File: config.mk
export PLATFORM = sky130hd
export DESIGN_NAME = sid_controller_flat
export DESIGN_NICKNAME = d
export VERILOG_FILES = /design/src/shared/sid_pkg.sv /design/src/shared/sid_link_if.sv /design/src/sid_controller.sv /design/src/flat_wrapper.sv
export SDC_FILE = /design/constraint.sdc
export NUM_CORES = 1
export LEC_CHECK = 0
export ABC_AREA = 1
export BUFFER_PORTS_ARGS = -buffer_cell sky130_fd_sc_hd__buf_2
export CAP_MARGIN = 20
export CORE_MARGIN = 1
export CORE_UTILIZATION = 40
export DETAILED_ROUTE_END_ITERATION = 16
export PLACE_DENSITY = 0.64
export SYNTH_ARGS = -nofsm -noshare
export SYNTH_HDL_FRONTEND = slang
export SYNTH_SLANG_ARGS = --single-unit
File: constraint.sdc
create_clock -name ref_clk -period 3.6 [get_ports ref_clk]
set_clock_uncertainty 0.05 [all_clocks]
set_input_delay 0.9 -clock ref_clk [delete_from_list [all_inputs] [get_ports ref_clk]]
set_output_delay 0.9 -clock ref_clk [all_outputs]
set_load 0.02 [all_outputs]
File: src/shared/sid_pkg.sv
`default_nettype none
package sid_pkg;
   // ==========================================================
   // clock and timing
   localparam int CLK_PERIOD_NS  = 10;
   localparam int PULSE_HIGH_NS  = 1000;
   localparam int PULSE_LOW_NS   = 1000;
   localparam int DIR_GAP_NS     = 5000;
   localparam int BRAKE_DELAY_NS = 20000;

   // ns rounded up to cycles, at least one
   function automatic int sid_ns_to_cycles(input int ns);
      int c;
      c = (ns + CLK_PERIOD_NS - 1) / CLK_PERIOD_NS;
      return (c < 1) ? 1 : c;
   endfunction : sid_ns_to_cycles

   localparam int PULSE_HIGH_CYC  = sid_ns_to_cycles(PULSE_HIGH_NS);
   localparam int PULSE_LOW_CYC   = sid_ns_to_cycles(PULSE_LOW_NS);
   localparam int DIR_GAP_CYC     = sid_ns_to_cycles(DIR_GAP_NS);
   localparam int BRAKE_DELAY_CYC = sid_ns_to_cycles(BRAKE_DELAY_NS);
   localparam int TIMER_W         = 16;

   // ==========================================================
   // link lines, index in the synchroniser vector
   localparam int LINK_W      = 5;
   localparam int LN_CW       = 0;
   localparam int LN_CCW      = 1;
   localparam int LN_EXCITE   = 2;
   localparam int LN_RELEASE  = 3;
   localparam int LN_DUAL_SEL = 4;

   // ==========================================================
   // controller registers (byte addresses)
   localparam int ADR_W         = 4;
   localparam logic [3:0] OFS_CTRL   = 4'h0;
   localparam logic [3:0] OFS_MOVE   = 4'h4;
   localparam logic [3:0] OFS_STATUS = 4'h8;
   // control fields
   localparam int CTRL_EXCITE   = 0;
   localparam int CTRL_RELEASE  = 1;
   localparam int CTRL_DUAL_SEL = 2;
   localparam int CTRL_DUAL     = 3;
   localparam int CTRL_BRAKE    = 4;
   localparam int CTRL_W        = 5;
   localparam logic [4:0] CTRL_RESET = 5'h00;
   // move fields
   localparam int MOVE_CNT_W    = 16;
   localparam int MOVE_DIR      = 16;
   // status fields
   localparam int STAT_BUSY     = 0;
   localparam int STAT_BRAKE    = 1;
   localparam int POS_W         = 32;
endpackage : sid_pkg
`default_nettype wire

File: src/shared/sid_link_if.sv
`default_nettype none
interface sid_link_if;
   // each line is high while its optocoupler conducts
   logic clockwise_pulse;
   logic counterclockwise_pulse;
   logic excite_en;
   logic shaft_release;
   logic dual_sel;

   modport controller (
      output clockwise_pulse,
      output counterclockwise_pulse,
      output excite_en,
      output shaft_release,
      output dual_sel
   );
   modport device (
      input clockwise_pulse,
      input counterclockwise_pulse,
      input excite_en,
      input shaft_release,
      input dual_sel
   );
endinterface : sid_link_if
`default_nettype wire

File: src/sid_controller.sv
`default_nettype none
module sid_controller (
   input  wire logic                      ref_clk,
   input  wire logic                      sys_rst,
   sid_link_if.controller                 link,
   input  wire logic                      wb_cyc_i,
   input  wire logic                      wb_stb_i,
   input  wire logic                      wb_we_i,
   input  wire logic [sid_pkg::ADR_W-1:0] wb_adr_i,
   input  wire logic [3:0]                wb_sel_i,
   input  wire logic [31:0]               wb_dat_i,
   output logic      [31:0]               wb_dat_o,
   output logic                           wb_ack_o,
   output logic                           brake_release
);
   import sid_pkg::*;

   typedef enum logic [3:0] {
      ST_IDLE  = 4'b0001,
      ST_GAP   = 4'b0010,
      ST_HIGH  = 4'b0100,
      ST_LOW   = 4'b1000
   } sid_state_e;

   sid_state_e              state_reg;
   logic [CTRL_W-1:0]       ctrl_reg;
   logic [MOVE_CNT_W-1:0]   remain_reg;
   logic                    dir_reg;
   logic [TIMER_W-1:0]      timer_reg;
   logic [TIMER_W-1:0]      brake_tmr_reg;
   logic                    wr_stb;
   logic                    start;
   logic                    dir_cmd;

   // ==========================================================
   // wishbone slave, ack one cycle after request
   assign wr_stb  = wb_cyc_i & wb_stb_i & wb_we_i & ~wb_ack_o;
   assign start   = wr_stb & (wb_adr_i == OFS_MOVE) & (&wb_sel_i[2:0])
                    & (state_reg == ST_IDLE)
                    & (wb_dat_i[MOVE_CNT_W-1:0] != '0);
   assign dir_cmd = wb_dat_i[MOVE_DIR];

   always_ff @(posedge ref_clk) begin
      if (sys_rst) begin
         wb_ack_o <= 1'b0;
      end else begin
         wb_ack_o <= wb_cyc_i & wb_stb_i & ~wb_ack_o;
      end
   end

   // read data, unmapped offsets read zero
   always_ff @(posedge ref_clk) begin
      if (sys_rst) begin
         wb_dat_o <= '0;
      end else if (wb_cyc_i && wb_stb_i && !wb_ack_o) begin
         case (wb_adr_i)
            OFS_CTRL:   wb_dat_o <= 32'(ctrl_reg);
            OFS_MOVE:   wb_dat_o <= {15'h0000, dir_reg, remain_reg};
            OFS_STATUS: wb_dat_o <= {30'h00000000, brake_release,
                                     state_reg != ST_IDLE};
            default:    wb_dat_o <= '0;
         endcase
      end
   end

   // control register, byte lane 0
   always_ff @(posedge ref_clk) begin
      if (sys_rst) begin
         ctrl_reg <= CTRL_RESET;
      end else if (wr_stb && wb_adr_i == OFS_CTRL && wb_sel_i[0]) begin
         ctrl_reg <= wb_dat_i[CTRL_W-1:0];
      end
   end

   // ==========================================================
   // step pulse sequencer
   always_ff @(posedge ref_clk) begin
      if (sys_rst) begin
         state_reg  <= ST_IDLE;
         remain_reg <= '0;
         dir_reg    <= 1'b1;
         timer_reg  <= '0;
      end else begin
         case (state_reg)
            ST_IDLE: begin
               if (start) begin
                  remain_reg <= wb_dat_i[MOVE_CNT_W-1:0];
                  dir_reg    <= dir_cmd;
                  // longer pause when the sense reverses
                  timer_reg  <= (dir_cmd != dir_reg)
                                ? TIMER_W'(DIR_GAP_CYC)
                                : TIMER_W'(PULSE_LOW_CYC);
                  state_reg  <= ST_GAP;
               end
            end
            ST_GAP: begin
               if (timer_reg <= TIMER_W'(1)) begin
                  timer_reg <= TIMER_W'(PULSE_HIGH_CYC);
                  state_reg <= ST_HIGH;
               end else begin
                  timer_reg <= timer_reg - TIMER_W'(1);
               end
            end
            ST_HIGH: begin
               if (timer_reg <= TIMER_W'(1)) begin
                  timer_reg  <= TIMER_W'(PULSE_LOW_CYC);
                  remain_reg <= remain_reg - MOVE_CNT_W'(1);
                  state_reg  <= ST_LOW;
               end else begin
                  timer_reg <= timer_reg - TIMER_W'(1);
               end
            end
            ST_LOW: begin
               if (timer_reg > TIMER_W'(1)) begin
                  timer_reg <= timer_reg - TIMER_W'(1);
               end else if (remain_reg != '0) begin
                  timer_reg <= TIMER_W'(PULSE_HIGH_CYC);
                  state_reg <= ST_HIGH;
               end else begin
                  state_reg <= ST_IDLE;
               end
            end
            default: state_reg <= ST_IDLE;
         endcase
      end
   end

   // ==========================================================
   // link drive; step pulses idle non-conducting, in single mode the ccw line holds the sense level
   always_ff @(posedge ref_clk) begin
      if (sys_rst) begin
         link.clockwise_pulse        <= 1'b0;
         link.counterclockwise_pulse <= 1'b0;
         link.excite_en              <= 1'b0;
         link.shaft_release          <= 1'b0;
         link.dual_sel               <= 1'b0;
      end else begin
         link.excite_en     <= ctrl_reg[CTRL_EXCITE];
         link.shaft_release <= ctrl_reg[CTRL_RELEASE];
         link.dual_sel      <= ctrl_reg[CTRL_DUAL_SEL];
         if (ctrl_reg[CTRL_DUAL]) begin
            // only the line of the chosen sense ever pulses
            link.clockwise_pulse <= (state_reg == ST_HIGH)
                                    & dir_reg;
            link.counterclockwise_pulse <= (state_reg == ST_HIGH)
                                           & ~dir_reg;
         end else begin
            // sense level steady, step line pulses
            link.clockwise_pulse        <= (state_reg == ST_HIGH);
            link.counterclockwise_pulse <= dir_reg;
         end
      end
   end

   // brake freed only after excitation has been commanded
   always_ff @(posedge ref_clk) begin
      if (sys_rst) begin
         brake_tmr_reg <= '0;
         brake_release <= 1'b0;
      end else if (!ctrl_reg[CTRL_EXCITE] || ctrl_reg[CTRL_RELEASE]) begin
         brake_tmr_reg <= '0;
         brake_release <= 1'b0;
      end else if (brake_tmr_reg < TIMER_W'(BRAKE_DELAY_CYC)) begin
         brake_tmr_reg <= brake_tmr_reg + TIMER_W'(1);
         brake_release <= 1'b0;
      end else begin
         brake_release <= ctrl_reg[CTRL_BRAKE];
      end
   end
endmodule : sid_controller
`default_nettype wire

File: src/flat_wrapper.sv
// flat-port wrapper written by rule: the top's interface ports become plain ports
module sid_controller_flat import sid_pkg::*;
  (ref_clk, sys_rst, wb_cyc_i, wb_stb_i, wb_we_i, wb_adr_i, wb_sel_i, wb_dat_i, wb_dat_o, wb_ack_o, brake_release, link_clockwise_pulse, link_counterclockwise_pulse, link_excite_en, link_shaft_release, link_dual_sel);
  sid_link_if link_i ();
  input  wire logic ref_clk;
  input  wire logic sys_rst;
  input  wire logic wb_cyc_i;
  input  wire logic wb_stb_i;
  input  wire logic wb_we_i;
  input  wire logic [sid_pkg::ADR_W-1:0] wb_adr_i;
  input  wire logic [3:0] wb_sel_i;
  input  wire logic [31:0] wb_dat_i;
  output logic      [31:0] wb_dat_o;
  output logic wb_ack_o;
  output logic brake_release;
  output wire logic [$bits(link_i.clockwise_pulse)-1:0] link_clockwise_pulse;
  output wire logic [$bits(link_i.counterclockwise_pulse)-1:0] link_counterclockwise_pulse;
  output wire logic [$bits(link_i.excite_en)-1:0] link_excite_en;
  output wire logic [$bits(link_i.shaft_release)-1:0] link_shaft_release;
  output wire logic [$bits(link_i.dual_sel)-1:0] link_dual_sel;
  assign link_clockwise_pulse = link_i.clockwise_pulse;
  assign link_counterclockwise_pulse = link_i.counterclockwise_pulse;
  assign link_excite_en = link_i.excite_en;
  assign link_shaft_release = link_i.shaft_release;
  assign link_dual_sel = link_i.dual_sel;
  sid_controller u_core (.ref_clk(ref_clk), .sys_rst(sys_rst), .link(link_i), .wb_cyc_i(wb_cyc_i), .wb_stb_i(wb_stb_i), .wb_we_i(wb_we_i), .wb_adr_i(wb_adr_i), .wb_sel_i(wb_sel_i), .wb_dat_i(wb_dat_i), .wb_dat_o(wb_dat_o), .wb_ack_o(wb_ack_o), .brake_release(brake_release));
endmodule
**Word level (Yosys, flattened, before mapping)**

Index checks and enable logic that the tools add are counted.

- Register bits after elaboration: 97
- Output and inout bits: 39
- Input port bits: 45

- Multiplexer cells: 18
- Bitwise logic cells: 12
- Magnitude comparators: 3
- Add/sub/neg operators: 3
- Eq/ne operators: 13
- Reduce and logical (&&, ||, !) cells: 20

Operator list:

| cell | number |
|---|---|
| $mux 16 | 6 |
| $pmux 17 s3 | 1 |
| $pmux 16 s3 | 1 |
| $pmux 16 s2 | 1 |
| $reduce_bool 16->1 | 2 |
| $sub 16x1->16 const B | 2 |
| $add 16x1->16 const B | 1 |
| $gt 16x1->1 const B | 1 |
| $le 16x1->1 const B | 1 |
| $lt 16x11->1 const B | 1 |
| $mux 4 | 4 |
| $pmux 4 s4 | 1 |
| $and 1x1->1 | 10 |
| $mux 9 | 1 |
| $reduce_and 3->1 | 3 |
| $eq 4x3->1 const B | 2 |
| $eq 4x4->1 const B | 2 |
| $ne 2x1->1 const B | 3 |
| $eq 4x1->1 const B | 1 |
| $eq 4x2->1 const B | 1 |
| $logic_and 1x1->1 | 4 |
| $logic_not 4->1 | 1 |
| $ne 4x1->1 const B | 1 |
| $reduce_and 4->1 | 1 |
| other kinds (13) | 17 |

**Depth between registers and ports, before layout**

- Word-level depth: 9
- Depth in mapped cells: 12
- Depth with buffers taken out: 12

**Least setup slack after synthesis**

Ideal clock, no wire load.

- Kind: input to register
- From: input wb_adr_i[2] (netlist bit)
- To: register u_core.timer_reg[3]
- Path slack: 1.529 ns
- Data required time: 3.415 ns
- Buffers on the path: 1
- Cell stages on the path: 10
- Arrival: 1.886 ns
- Cell sequence: inv_1 > nor2_1 > nand3_1 > nor2_1 > nand3_2 > nand2_4 > nand2_8 > buf_12 > nand2_2 > a21oi_2

- Longest elaborated chain between the ends: 7

RTL lines:

| element | line | text |
|---|---|---|
| from (decl) | flat_wrapper.sv:10 | `input wire logic [sid_pkg::ADR_W-1:0] wb_adr_i;` |
| $eq 4x3->1 | sid_controller.sv:38 | `assign start = wr_stb & (wb_adr_i == OFS_MOVE) & (&wb_sel_i[2:0])` |
| $and 1x1->1 (2 in series) | sid_controller.sv:38 |  |
| $and 1x1->1 | sid_controller.sv:39 | `& (state_reg == ST_IDLE)` |
| $and 1x1->1 | sid_controller.sv:40 | `& (wb_dat_i[MOVE_CNT_W-1:0] != '0);` |
| $ne 2x1->1 (no source line) | n/a |  |
| $reduce_and 3->1 (no source line) | n/a |  |
| to (signal assigned) | sid_controller.sv:90 | `timer_reg <= (dir_cmd != dir_reg)` |
| to (signal assigned) | sid_controller.sv:98 | `timer_reg <= TIMER_W'(PULSE_HIGH_CYC);` |
| to (signal assigned) | sid_controller.sv:101 | `timer_reg <= timer_reg - TIMER_W'(1);` |
| to (decl) | sid_controller.sv:29 | `logic [TIMER_W-1:0] timer_reg;` |

No other way between the ends.
A chain may end at the register's enable or synchronous reset.

**Final worst setup path**

- From: input wb_cyc_i
- To: register u_core.wb_dat_o[9]

- Longest elaborated chain between the ends: 2

RTL lines:

| element | line | text |
|---|---|---|
| from (decl) | flat_wrapper.sv:7 | `input wire logic wb_cyc_i;` |
| $logic_and 1x1->1 (2 in series) | sid_controller.sv:55 | `end else if (wb_cyc_i && wb_stb_i && !wb_ack_o) begin` |
| to (signal assigned) | sid_controller.sv:57 | `OFS_CTRL: wb_dat_o <= 32'(ctrl_reg);` |
| to (signal assigned) | sid_controller.sv:58 | `OFS_MOVE: wb_dat_o <= {15'h0000, dir_reg, remain_reg};` |
| to (signal assigned) | sid_controller.sv:59 | `OFS_STATUS: wb_dat_o <= {30'h00000000, brake_release,` |
| to (decl) | sid_controller.sv:12 | `output logic [31:0] wb_dat_o,` |

No other way between the ends.

==> flow_summary.ini <==
[outcome]
outcome = completed

[synth]
synthTopCellsByArea = dfxtp_1, nand2_1, nor2_1
synthMostInstantiatedCell = nand2_1
netlist-cell-type-count = 40
netlist_instances = 707
synth_top_area_share = 0.3554
async_flop_share = 0
synth_seq_cells = 82
synth_area_leader_cell = dfxtp_1
ys_seq_area_frac = 0.3554
synth_edf_count = 0
ys.flop_type = dfxtp_1
synth_commonest_cells = nand2_1, nor2_1, dfxtp_1
ys.warnings.count = 0
syn_area_um2 = 4619
post_synth.cell_area_avg_um2 = 6.534

[sta]
rsz0062_at_grt = false
maxSlewViolCount = 0
min_period_over_period = 0.6015
slew_headroom = 0.4865
tightest_slew_ns = 0.7675
hold_viol = 0
fmax_mhz = 461.8
setup-tns-final_ns = 0
min_period_ns = 2.166
setup_viol = 0

[routing]
drc = 0
vias = 4444
ant_nets = 0
routedWlPerCell_um = 12.27
drt_iter0_markers = 331
viasPerCell = 4.954
drt-pass1-iter-count = 4
totalWireLength_um = 11000

[clock_tree]
clock_latency_ns = 0.35
cts_root_buffer = clkbuf_16
clkTransAtPathRegs_ns = 0.06
h-tree-depth = 3
post_cts_resize_count = 0
cts_hold_buffers = 0
cts_made_buffers = 9
cts_tree = yes
cts.path.max_buffers = 2
clock_sinks = 82
cts_setup_buffers = 0

[global_route]
antenna_found_initial = 0
grt_use_met1 = 0.2603
grt_max_degree = 46
use_met3 = 0.03023
grt_pass1_vias = 4053
overflow = 0
busiest_layer = met2
grt_pass1_wl_um = 18440
grt_use_total = 0.1973
use_met2 = 0.3208

[floorplan]
die_area_um2 = 11980
die_w_um = 109.5
die_h_um = 109.5
start_util = 0.4188
io_pins = 84
core_um2 = 11030
num_rows = 38

[worst_hold_path]
min_path_type = flip-flop to flip-flop
min_path_cells = 2
hp-start = u_core.brake_tmr_reg[13]
hold_end = u_core.brake_tmr_reg[13]

[finish]
regMostFlops = u_core.wb_dat_o
fin_nets = 801
final_area_um2 = 5191
antennaDiodeCount = 0
n_fill_cell = 1163
drive_above_1_share = 0.1691
largest_reg_flops = 17
area_growth_pct = 12.38

[setup_path]
startpoint_type = input pin
startpoint = wb_cyc_i
rr_startpoint = u_core.state_reg[2]
r2r_cells = 10
end_kind = flip-flop
crit_fanout = 14
path_class = input pin to flip-flop
reg2reg_to = u_core.remain_reg[13]
critPathRequiredTime_ns = 3.82
cp.arrival_ns = 2.39
r2r_slack_ns = 1.55

[power]
finalPower_uw = 3025
peakVddDrop_uv = 218.7
power.leakage_uw = 0.002335
p_per_area_nw_per_um2 = 582.6

[placed_design]
portBuffers = 52
placed_area_um2 = 4896
finalWeightedCongestion = 0.9127
dp_hpwl_um = 8059

[flow_run]
drv_cap = 0
through the flow:
step	utilization	worst slack, ns	cells	hold WS [ns]
after global routing	0.4706	1.233	897	0.4034
after floorplan	-	1.529	721	0.3584
after global placement	0.4439	1.154	881	0.3665
final	0.4706	1.434	897	0.3858
after detailed placement	0.4439	1.085	881	0.3745
after CTS	0.4706	1.438	897	0.3843
how the worst max path moves through the flow:
stage | to | slack, ns | cells past startpoint
final | u_core.wb_dat_o[9] | 1.43 | 6
after global routing | u_core.remain_reg[11] | 1.23 | 10
after CTS | u_core.wb_dat_o[9] | 1.44 | 6
after detailed placement | u_core.wb_dat_o[9] | 1.09 | 6
after global placement | u_core.wb_dat_o[5] | 1.15 | 6
after floorplan | u_core.timer_reg[3] | 1.53 | 10
critical path, cell delays in order:
cell and delay [ns]:
buf_2 0.08, nand3_1 0.23, buf_4 0.29, nor2_1 0.61
nand2_1 0.13, a21oi_1 0.15
metal layers:
metal	wire length (um)	share of wire	up-vias
li1	-	-	2310
met1	5127	0.47	2014
met2	5181	0.47	106
met3	524	0.048	14
met4	170	0.015	0
met5	0	0	-
cells by family (layout without fill, tap and decap cells):
| kind of cell | after synthesis | in the layout | synth area share |
|---|---|---|---|
| adders and majority gates | 4 | 4 | 0.01083 |
| buffers and inverters | 105 | 141 | 0.1075 |
| and+or+nand+nor | 387 | 387 | 0.3667 |
| DFF | 82 | 82 | 0.3554 |
| xor gates and xnor gates | 8 | 8 | 0.01517 |
| AOI/OAI and AO/OA | 120 | 120 | 0.1436 |
| other | 1 | 15 | 0.0008118 |
layout make-up:
class                      count  area (um2)  area share
multi-input combinational    534        2534      0.4881
sequential                    82        1642      0.3162
timing repair buffer          55       282.8     0.05447
inverter                      70       262.8     0.05061
clock buffer                  10       239.0     0.04604
tap                          140       175.2     0.03374
clock inverter                 6       56.30     0.01085
cells in the final DEF, fill, tap and decap left out, types with 3 or more instances in the layout:
| master | n |
|---|---|
| nor3_1 | 9 |
| xor2_1 | 6 |
| inv_1 | 61 |
| nand3_2 | 4 |
| a21oi_2 | 10 |
| ha_1 | 4 |
| o21ai_0 | 38 |
| inv_2 | 9 |
| a21oi_1 | 51 |
| nand4_1 | 6 |
| nor2_2 | 8 |
| nor2_4 | 3 |
| nor2_1 | 116 |
| clkbuf_16 | 9 |
| buf_2 | 52 |
| nand2_4 | 4 |
| conb_1 | 15 |
| dfxtp_1 | 82 |
| nand2_1 | 183 |
| nand3_1 | 32 |
| buf_4 | 3 |
| o21ai_1 | 11 |
| nand2_2 | 15 |
report_power, final:
part	internal [uW]	switching (uW)
Combinational	361	749
Sequential	951	53.9
Clock	502	407
Total	1810	1210
Power figures use the tool's default switching activity.
